### config.mk
export PLATFORM = sky130hd
export DESIGN_NAME = lagu_top
export DESIGN_NICKNAME = d
export VERILOG_FILES = /design/src/design/lagu_pkg.sv /design/src/design/lagu_top.sv /design/src/design/lagu_addr_calc.sv
export VERILOG_INCLUDE_DIRS = /design/src /design/src/design
export SDC_FILE = /design/constraint.sdc
export NUM_CORES = 1
export LEC_CHECK = 0
export BUFFER_PORTS_ARGS = -buffer_cell sky130_fd_sc_hd__buf_4
export CAP_MARGIN = 20
export CORE_MARGIN = 2
export CORE_UTILIZATION = 50
export DETAILED_ROUTE_END_ITERATION = 7
export PLACE_DENSITY_LB_ADDON = 0.3
export SYNTH_ARGS = -nofsm -noshare
export SYNTH_HDL_FRONTEND = slang
export SYNTH_SLANG_ARGS = --single-unit
### constraint.sdc
create_clock -name pclk -period 3.19 [get_ports pclk]
set_input_delay 0.1595 -clock pclk [delete_from_list [all_inputs] [get_ports pclk]]
set_output_delay 0.1595 -clock pclk [all_outputs]
set_load 0.005 [all_outputs]
### src/design/lagu_defines.svh
// named constants of the load address generator unit
// assumes: included by bare name, before the package and the modules
`ifndef LAGU_DEFINES_SVH
`define LAGU_DEFINES_SVH

// ********************************************************************
// apb map
// ********************************************************************
`define LAGU_AW           12
`define LAGU_OFF_AMCTRL   12'h000
`define LAGU_OFF_STATUS   12'h004
`define LAGU_AM_RST       16'h0000
`define LAGU_BLK_RST      5'h00
`define LAGU_BLK_LSB      16
`define LAGU_BLK_MSB      20
`define LAGU_CNT_LSB      16

// ********************************************************************
// instruction fields
// ********************************************************************
`define LAGU_F_DST_MSB    27
`define LAGU_F_DST_LSB    23
`define LAGU_F_BASE_MSB   22
`define LAGU_F_BASE_LSB   18
`define LAGU_F_OFF_MSB    17
`define LAGU_F_OFF_LSB    13
`define LAGU_F_MODE_MSB   12
`define LAGU_F_MODE_LSB   9
`define LAGU_F_Y          7
`define LAGU_F_KIND_MSB   6
`define LAGU_F_KIND_LSB   4
`define LAGU_F_FMT_MSB    3
`define LAGU_F_FMT_LSB    2
`define LAGU_F_S          1
`define LAGU_FMT_LOAD     2'b01

// mode field bits
`define LAGU_M_MODIFY     3
`define LAGU_M_REGOFF     2
`define LAGU_M_POST       1
`define LAGU_M_ADD        0

// load type encodings
`define LAGU_LD_SB        3'b010
`define LAGU_LD_UB        3'b001
`define LAGU_LD_SH        3'b100
`define LAGU_LD_UH        3'b000
`define LAGU_LD_W         3'b110

// access size and offset shift
`define LAGU_SH_BYTE      2'd0
`define LAGU_SH_HALF      2'd1
`define LAGU_SH_WORD      2'd2

// circular-capable base registers and mode code
`define LAGU_CIRC_FIRST   5'd4
`define LAGU_CIRC_LAST    5'd7
`define LAGU_AM_CIRC      2'b01

// pipeline depth: dst written after four delay slots
`define LAGU_PIPE_N       3
`endif

### src/design/lagu_pkg.sv
// types of the load address generator unit
// assumes: lagu_defines.svh on the include path
`include "lagu_defines.svh"

package lagu_pkg;

    typedef enum logic [2:0] {
        load_unsigned_half = `LAGU_LD_UH,
        load_unsigned_byte = `LAGU_LD_UB,
        load_signed_byte   = `LAGU_LD_SB,
        load_signed_half   = `LAGU_LD_SH,
        load_full_word     = `LAGU_LD_W
    } lagu_ld_kind_t;

    typedef struct packed {
        logic          vld;
        lagu_ld_kind_t kind;
        logic          side;
        logic [4:0]    idx;
        logic [1:0]    lsb;
    } lagu_stage_t;

    typedef struct packed {
        logic [15:0]                   am_mode;
        logic [4:0]                    am_blk;
        logic [31:0]                   prdata;
        logic                          pslverr;
        logic [15:0]                   load_cnt;
        logic                          mem_req;
        logic [31:0]                   mem_addr;
        logic [1:0]                    mem_size;
        logic                          base_we;
        logic                          base_side;
        logic [4:0]                    base_idx;
        logic [31:0]                   base_data;
        lagu_stage_t [`LAGU_PIPE_N-1:0] pipe;
        logic                          dst_we;
        logic                          dst_side;
        logic [4:0]                    dst_idx;
        logic [31:0]                   dst_data;
    } lagu_state_t;

endpackage

### src/design/lagu_top.sv
// load unit: decode, address generation, base update, result placing
// assumes: same-clock issue logic, register file and data memory;
// memory read data is valid two cycles after the request cycle
//
// The implementer's own choices: the address map and register access over APB.
`timescale 1ns/1ns
`include "lagu_defines.svh"

module lagu_top
    import lagu_pkg::*;
(
    // clock and reset
    input  wire logic                 pclk,
    input  wire logic                 presetn,
    // apb slave
    input  wire logic                 psel,
    input  wire logic                 penable,
    input  wire logic                 pwrite,
    input  wire logic [`LAGU_AW-1:0]  paddr,
    input  wire logic [31:0]          pwdata,
    output logic                      pready,
    output logic      [31:0]          prdata,
    output logic                      pslverr,
    // instruction issue
    input  wire logic                 instr_valid,
    input  wire logic [31:0]          instr_word,
    input  wire logic                 cond_pass,
    // register file read
    output logic                      rf_rd_side,
    output logic      [4:0]           base_pointer_idx,
    output logic      [4:0]           index_reg_idx,
    input  wire logic [31:0]          base_pointer_reg,
    input  wire logic [31:0]          index_reg,
    // data memory
    output logic                      mem_req,
    output logic      [31:0]          mem_addr,
    output logic      [1:0]           mem_size,
    input  wire logic [31:0]          mem_rdata,
    // base write back
    output logic                      base_we,
    output logic                      base_side,
    output logic      [4:0]           base_idx,
    output logic      [31:0]          base_data,
    // destination write back
    output logic                      dst_we,
    output logic                      dst_side,
    output logic      [4:0]           dst_idx,
    output logic      [31:0]          dst_data
);

    lagu_state_t   q;
    lagu_state_t   d;

    logic [3:0]    mode;
    logic [2:0]    load_type_field;
    logic [4:0]    short_unsigned_imm;
    logic          is_load;
    logic          fire;
    logic [1:0]    shift;
    logic [31:0]   offs;
    logic          circ;
    logic [1:0]    am_pair;
    logic [31:0]   mask;
    logic [31:0]   addr_new;
    logic [31:0]   shifted;
    logic [15:0]   status_lo;
    logic [31:0]   amctrl_val;
    lagu_stage_t   st_new;

    // ****************************************************************
    // decode
    // ****************************************************************
    assign mode               = instr_word[`LAGU_F_MODE_MSB:
                                           `LAGU_F_MODE_LSB];
    assign load_type_field    = instr_word[`LAGU_F_KIND_MSB:
                                           `LAGU_F_KIND_LSB];
    assign short_unsigned_imm = instr_word[`LAGU_F_OFF_MSB:
                                           `LAGU_F_OFF_LSB];

    always_comb begin
        is_load = 1'b0;
        shift   = `LAGU_SH_BYTE;
        if (instr_word[`LAGU_F_FMT_MSB:`LAGU_F_FMT_LSB]
            == `LAGU_FMT_LOAD) begin
            case (load_type_field)
                `LAGU_LD_SB, `LAGU_LD_UB: begin
                    is_load = 1'b1;
                    shift   = `LAGU_SH_BYTE;
                end
                `LAGU_LD_SH, `LAGU_LD_UH: begin
                    is_load = 1'b1;
                    shift   = `LAGU_SH_HALF;
                end
                `LAGU_LD_W: begin
                    is_load = 1'b1;
                    shift   = `LAGU_SH_WORD;
                end
                default: begin
                    is_load = 1'b0;
                    shift   = `LAGU_SH_BYTE;
                end
            endcase
        end
    end

    assign fire = instr_valid & is_load & cond_pass;

    // side bit picks file for base and index
    assign rf_rd_side       = instr_word[`LAGU_F_Y];
    assign base_pointer_idx = instr_word[`LAGU_F_BASE_MSB:
                                         `LAGU_F_BASE_LSB];
    assign index_reg_idx    = short_unsigned_imm;

    assign offs = mode[`LAGU_M_REGOFF] ? index_reg
                                       : {27'h0, short_unsigned_imm};

    always_comb begin
        am_pair = q.am_mode[{rf_rd_side, base_pointer_idx[1:0], 1'b0}
                            +: 2];
        circ    = (base_pointer_idx >= `LAGU_CIRC_FIRST) &&
                  (base_pointer_idx <= `LAGU_CIRC_LAST) &&
                  (am_pair == `LAGU_AM_CIRC);
        mask    = ~(32'hffffffff << ({1'b0, q.am_blk} + 6'd1));
    end

    lagu_addr_calc #(
        .W        (32)
    ) u_calc (
        .base     (base_pointer_reg),
        .offs     (offs),
        .shift    (shift),
        .add      (mode[`LAGU_M_ADD]),
        .circ     (circ),
        .mask     (mask),
        .addr_new (addr_new)
    );

    // ****************************************************************
    // apb
    // ****************************************************************
    assign pready     = 1'b1;
    assign prdata     = q.prdata;
    assign pslverr    = q.pslverr;
    assign status_lo  = {13'h0, q.pipe[2].vld, q.pipe[1].vld,
                         q.pipe[0].vld};
    assign amctrl_val = {11'h0, q.am_blk, q.am_mode};

    // ****************************************************************
    // next state
    // ****************************************************************
    always_comb begin
        d      = q;
        st_new = '0;
        // apb read data prepared in setup phase
        if (psel && !penable) begin
            d.pslverr = 1'b0;
            if (paddr == `LAGU_OFF_AMCTRL) begin
                d.prdata = amctrl_val;
            end else if (paddr == `LAGU_OFF_STATUS) begin
                d.prdata = {q.load_cnt, status_lo};
            end else begin
                d.prdata  = 32'h0;
                d.pslverr = 1'b1;
            end
        end
        if (psel && penable && pwrite &&
            paddr == `LAGU_OFF_AMCTRL) begin
            d.am_mode = pwdata[15:0];
            d.am_blk  = pwdata[`LAGU_BLK_MSB:`LAGU_BLK_LSB];
        end
        // post-modify modes (modify and post bits both set) access the old base
        d.mem_req  = fire;
        d.mem_size = shift;
        if (fire) begin
            d.mem_addr = (mode[`LAGU_M_MODIFY] && mode[`LAGU_M_POST])
                         ? base_pointer_reg : addr_new;
            d.load_cnt = q.load_cnt + 16'h1;
        end
        // modify bit updates base, visible next cycle
        d.base_we = fire & mode[`LAGU_M_MODIFY];
        if (fire && mode[`LAGU_M_MODIFY]) begin
            d.base_side = rf_rd_side;
            d.base_idx  = base_pointer_idx;
            d.base_data = addr_new;
        end
        st_new.vld  = fire;
        st_new.kind = lagu_ld_kind_t'(load_type_field);
        st_new.side = instr_word[`LAGU_F_S];
        st_new.idx  = instr_word[`LAGU_F_DST_MSB:`LAGU_F_DST_LSB];
        st_new.lsb  = d.mem_addr[1:0];
        d.pipe[0] = fire ? st_new : '0;
        d.pipe[1] = q.pipe[0];
        d.pipe[2] = q.pipe[1];
        d.dst_we  = q.pipe[2].vld;
        shifted   = mem_rdata >> {q.pipe[2].lsb, 3'b000};
        if (q.pipe[2].vld) begin
            d.dst_side = q.pipe[2].side;
            d.dst_idx  = q.pipe[2].idx;
            case (q.pipe[2].kind)
                load_signed_byte: begin
                    d.dst_data = {{24{shifted[7]}}, shifted[7:0]};
                end
                load_signed_half: begin
                    d.dst_data = {{16{shifted[15]}}, shifted[15:0]};
                end
                load_unsigned_byte: begin
                    d.dst_data = {24'h0, shifted[7:0]};
                end
                load_unsigned_half: begin
                    d.dst_data = {16'h0, shifted[15:0]};
                end
                default: begin
                    d.dst_data = mem_rdata;
                end
            endcase
        end
    end

    always_ff @(posedge pclk or negedge presetn) begin
        if (!presetn) begin
            q         <= '0;
            q.am_mode <= `LAGU_AM_RST;
            q.am_blk  <= `LAGU_BLK_RST;
        end else begin
            q <= d;
        end
    end

    // ****************************************************************
    // outputs
    // ****************************************************************
    assign mem_req   = q.mem_req;
    assign mem_addr  = q.mem_addr;
    assign mem_size  = q.mem_size;
    assign base_we   = q.base_we;
    assign base_side = q.base_side;
    assign base_idx  = q.base_idx;
    assign base_data = q.base_data;
    assign dst_we    = q.dst_we;
    assign dst_side  = q.dst_side;
    assign dst_idx   = q.dst_idx;
    assign dst_data  = q.dst_data;

    logic          post_m;
    logic [31:0]   chk_pos;
    assign post_m  = mode[`LAGU_M_MODIFY] & mode[`LAGU_M_POST];
    assign chk_pos = base_pointer_reg +
                     ({27'h0, short_unsigned_imm} << shift);
endmodule

### src/design/lagu_addr_calc.sv
// offset scaling and linear or circular address arithmetic
// assumes: purely combinational, driven from the unit's decode
`timescale 1ns/1ns

module lagu_addr_calc #(
    parameter int W = 32
) (
    // operands
    input  wire logic [W-1:0] base,
    input  wire logic [W-1:0] offs,
    input  wire logic [1:0]   shift,
    input  wire logic         add,
    // circular control
    input  wire logic         circ,
    input  wire logic [W-1:0] mask,
    // result
    output logic      [W-1:0] addr_new
);

    logic [W-1:0] scaled;
    logic [W-1:0] lin;

    always_comb begin
        scaled = offs << shift;
        lin    = add ? base + scaled : base - scaled;
        if (circ) begin
            addr_new = (base & ~mask) | (lin & mask);
        end else begin
            addr_new = lin;
        end
    end

endmodule

==> run summary <==
TIMING
-----------------------------------------------------------------------------------------
Worst clock skew                                                                  41.4 ps
Final Hold Vio Count                                                                    0
Final-layout worst hold slack                                                     6.20 ps
Transition time of the tightest slew-check pin                                     982 ps
Final Max Slew Viols                                                                    0
Finish-stage setup viols                                                               53
Crit path time final                                                              4090 ps
Headroom to the max-slew limit                                                      34.6%
Max Freq                                                                        0.244 GHz
Final worst setup slack                                                           -905 ps
Share of the cycle needed by the critical path after routing                         128%
Unrepaired setup endpoints after global routing                                       yes

PLACEMENT
-----------------------------------------------------------------------------------------
Post-detailed-placement cell area                                               17400 um2
Number of I/O port buffers                                                            318
Last weighted congestion value of the routability-driven placer                     0.981
Post-DP HPWL                                                                      33.5 mm

CLOCK TREE
-----------------------------------------------------------------------------------------
Clock root buffer                                                               clkbuf_16
TritonCTS clock tree                                                                built
TritonCTS Sinks                                                                       218
Clock Path Buffers                                                                      3
Clk pin slew, worst setup/hold paths                                                60 ps
TritonCTS Buffers                                                                      24
Count of H-tree levels built during CTS                                                 1
Latest clock arrival within the worst-skew pair                                    530 ps

DETAILED ROUTING
-----------------------------------------------------------------------------------------
Detailed-route DRC error count                                                          0
Remaining antenna violation count after routing                                         0
Number of DRC markers after the initial detailed-route iteration                     1076
Post-detailed-route wirelength per cell                                           18.8 um
Overall routed net length                                                         46.2 mm
First drt pass iteration count                                                          7
Routed vias                                                                         13726
Routed via count divided by cell count                                               5.58

CRITICAL PATH
-----------------------------------------------------------------------------------------
Type of element launching the critical path                                     input pin
WP data arrival                                                                   4560 ps
Start point of the critical path                                             instr_word[5]
Critical setup path kind                                                     input pin to flip-flop
Worst setup EP type                                                             flip-flop
R2R Setup Slk                                                                      230 ps
CP max FO                                                                               5
Reg-to-Reg Start                                                             amctrl_val[12]
Data required time of the critical path                                           3660 ps
Register-to-Register Path Depth                                                         9
Endpoint of the worst-slack reg-to-reg timing path                           mem_addr[21]

STATUS
-----------------------------------------------------------------------------------------
Outcome                                                                      finished with violations
Failing checks                                                               setup timing

SYNTHESIS
-----------------------------------------------------------------------------------------
Synthesized net count                                                                1823
Synth cell types                                                                       78
Post-synthesis sequential area ratio                                                38.9%
Post-Synthesis Mean Instance Area                                                8.78 um2
EDFF count, synth                                                                       0
Gate Count Post-Synth                                                                1600
Dominant synthesized flop cell                                                    dfrtp_1
Proportion of register bits with asynchronous set or reset after synthesis           100%
Netlist Area Pre-Place                                                          14000 um2
Yosys Warn Count                                                                        0
Number of synthesized register bits                                                   218

GRT
-----------------------------------------------------------------------------------------
All-layer global routing usage                                                      30.3%
Antenna violations before repair                                                        0
Remaining Overflow, GRT                                                                 0
Global-route wire length before repair                                            70.3 mm
Number of global-route vias before repair                                           13411
Maximum number of pins on one net before global-route repair                          100

FLOORPLAN
-----------------------------------------------------------------------------------------
Die outline height                                                                 172 um
Width of the die                                                                   172 um
Full die area                                                                   29400 um2
Placeable core area                                                             27700 um2
Row Count                                                                              61
Effective utilization at floorplan                                                  50.7%
Number of top-level design ports                                                      337

LAYOUT
-----------------------------------------------------------------------------------------
Final design instance area without fill                                         20000 um2
ANT cells                                                                               0
Storage cell area                                                                5460 um2
Total of fill cells in the finished design                                           2044
Combined area of the multi-input logic cells                                     7840 um2
Area added between synthesis and finish                                             42.7%
Number of nets in the final layout                                                   2287
Layout cell share with drive strength beyond 1                                      38.6%

WORST HOLD PATH
-----------------------------------------------------------------------------------------
Worst min-delay path endpoint                                                mem_addr[26]
Worst Min Path Start                                                         base_pointer_reg[26]
Path type of the worst min-delay path                                        input pin to flip-flop
Cell depth of the worst min-delay path                                                  3

POWER AND IR DROP
-----------------------------------------------------------------------------------------
Power density over cell area                                                   484 nW/um2
Static Leakage                                                                    9.65 nW
Power after layout                                                                9.69 mW
Maximum resistive drop on vdd                                                    0.388 mV

RUN
-----------------------------------------------------------------------------------------
Max Cap Viol                                                                            0

-- cells by family (layout without fill, tap and decap cells) --
family	count (synthesis)	after routing	synth area share (%)
and+or+nand+nor	495	495	15.8
AOI/OAI and AO/OA	419	419	18.9
adders and majority gates	44	44	3.97
xor gates and xnor gates	73	73	4.55
muxes	86	86	6.56
other	1	1	0.0267
DFF	218	218	38.9
buffers and inverters	264	745	11.3
-- cells in the mapped netlist (all sizes together), types with 6 or more instances --
library cell / instances / area, um2
nand2: 232 / 871
dfrtp: 218 / 5460
buf: 165 / 1220
o21ai: 113 / 566
nor2: 112 / 420
a21oi: 104 / 521
clkbuf: 69 / 259
mux2i: 56 / 561
ha: 43 / 538
xnor2: 42 / 368
nand3: 41 / 205
a31oi: 33 / 206
xor2: 31 / 272
inv: 28 / 105
mux2: 28 / 315
nor3: 26 / 130
a21o: 24 / 180
and2: 19 / 119
a211oi: 17 / 128
o31ai: 15 / 113
a22oi: 13 / 108
o22ai: 13 / 81.3
a22o: 11 / 96.3
nor2b: 11 / 68.8
nand4: 10 / 62.6
nand2b: 9 / 56.3
a21boi: 8 / 60.1
a311oi: 8 / 70.1
and3: 8 / 51.3
nor3b: 7 / 68.8
o211ai: 7 / 52.6
o21a: 6 / 45.0
-- per-stage QoR --
step,std cells,setup slack [ps],util (%),setup TNS (ps)
6_report,2459,-905,72.3,-30960
5_1_grt,2459,-1070,72.3,-38820
4_1_cts,2444,-866,70.6,-27470
3_5_place_dp,2296,-1670,62.9,-66310
3_3_place_gp,2296,-1550,62.9,-62110
2_1_floorplan,1600,-1260,-,-38500
-- layout make-up --
type	count	area share [%]
multi-input combinational	1118	39.1
timing repair buffer	672	26.8
sequential	218	27.2
clock inverter	9	0.437
clock buffer	34	3.43
inverter	30	0.587
tap	378	2.36
-- cell usage in the layout, fill, tap and decap left out, types with 24 or more instances in the layout --
cell / instances
buf_4: 568
nand2_1: 225
dfrtp_1: 217
nor2_1: 107
dlygate4sd3_1: 83
a21oi_1: 75
o21ai_0: 64
mux2i_1: 54
nand3_1: 38
o21ai_1: 36
ha_1: 33
xnor2_1: 31
a31oi_1: 30
mux2_2: 26
xor2_1: 26
a21oi_2: 25
inv_1: 24
a21o_1: 24
clkbuf_16: 24
-- per-layer routing --
| layer | vias to the layer above | GRT usage (%) | wire, um |
|---|---|---|---|
| met3 | 106 | 3.89 | 3020 |
| met5 | - | 0 | 0 |
| met1 | 6639 | 38.4 | 18500 |
| met2 | 568 | 53.3 | 23000 |
| li1 | 6413 | - | - |
| met4 | 0 | 10.2 | 1690 |
-- worst max path at each step --
stage | to | slack (ps) | cells past startpoint
6_report | mem_addr[29] | -900 | 22
3_3_place_gp | mem_addr[31] | -1550 | 22
4_1_cts | mem_addr[31] | -870 | 20
5_1_grt | mem_addr[31] | -1070 | 21
2_1_floorplan | mem_addr[31] | -1260 | 25
3_5_place_dp | mem_addr[31] | -1670 | 20
-- power breakdown --
part / total [mW] / switching (mW) / internal [mW]
Combinational: 3.54 / 1.65 / 1.89
Sequential: 3.43 / 0.268 / 3.17
Clock: 2.71 / 1.13 / 1.59
-- sequential cells by signal, summed over array words and instances, names as in the netlist --
register and count:
base_data 32, prdata 32, dst_side 1, amctrl_val 21, pslverr 1, base_idx 5
mem_req 1, d 24, dst_data 32, q 27, base_we 1, mem_addr 32
base_side 1, mem_size 2, dst_idx 5, dst_we 1
-- critical path, stage by stage --
cell	delay [ps]
buf_8	100
or4b_4	590
inv_4	90
mux2i_1	210
o22ai_2	120
nand4bb_4	330
buf_6	190
nor2_4	100
a21oi_2	60
xor2_1	190
ha_1	360
nand4_1	180
buf_4	190
nor3_4	170
a211oi_2	110
a22oi_2	260
buf_4	190
a311oi_2	90
o211ai_1	220
a21oi_2	100
or4b_4	480
nand3_2	70
-- timing repair --
item                       4_1_cts  5_1_grt
cloned                           0        0
hold endpoints to repair       178        0
pin swaps                       65       52
hold buffers                    83        0
setup buffers                   26       15
gates resized for setup         78       74
setup endpoints to repair       53       54
Power figures use the tool's default switching activity.
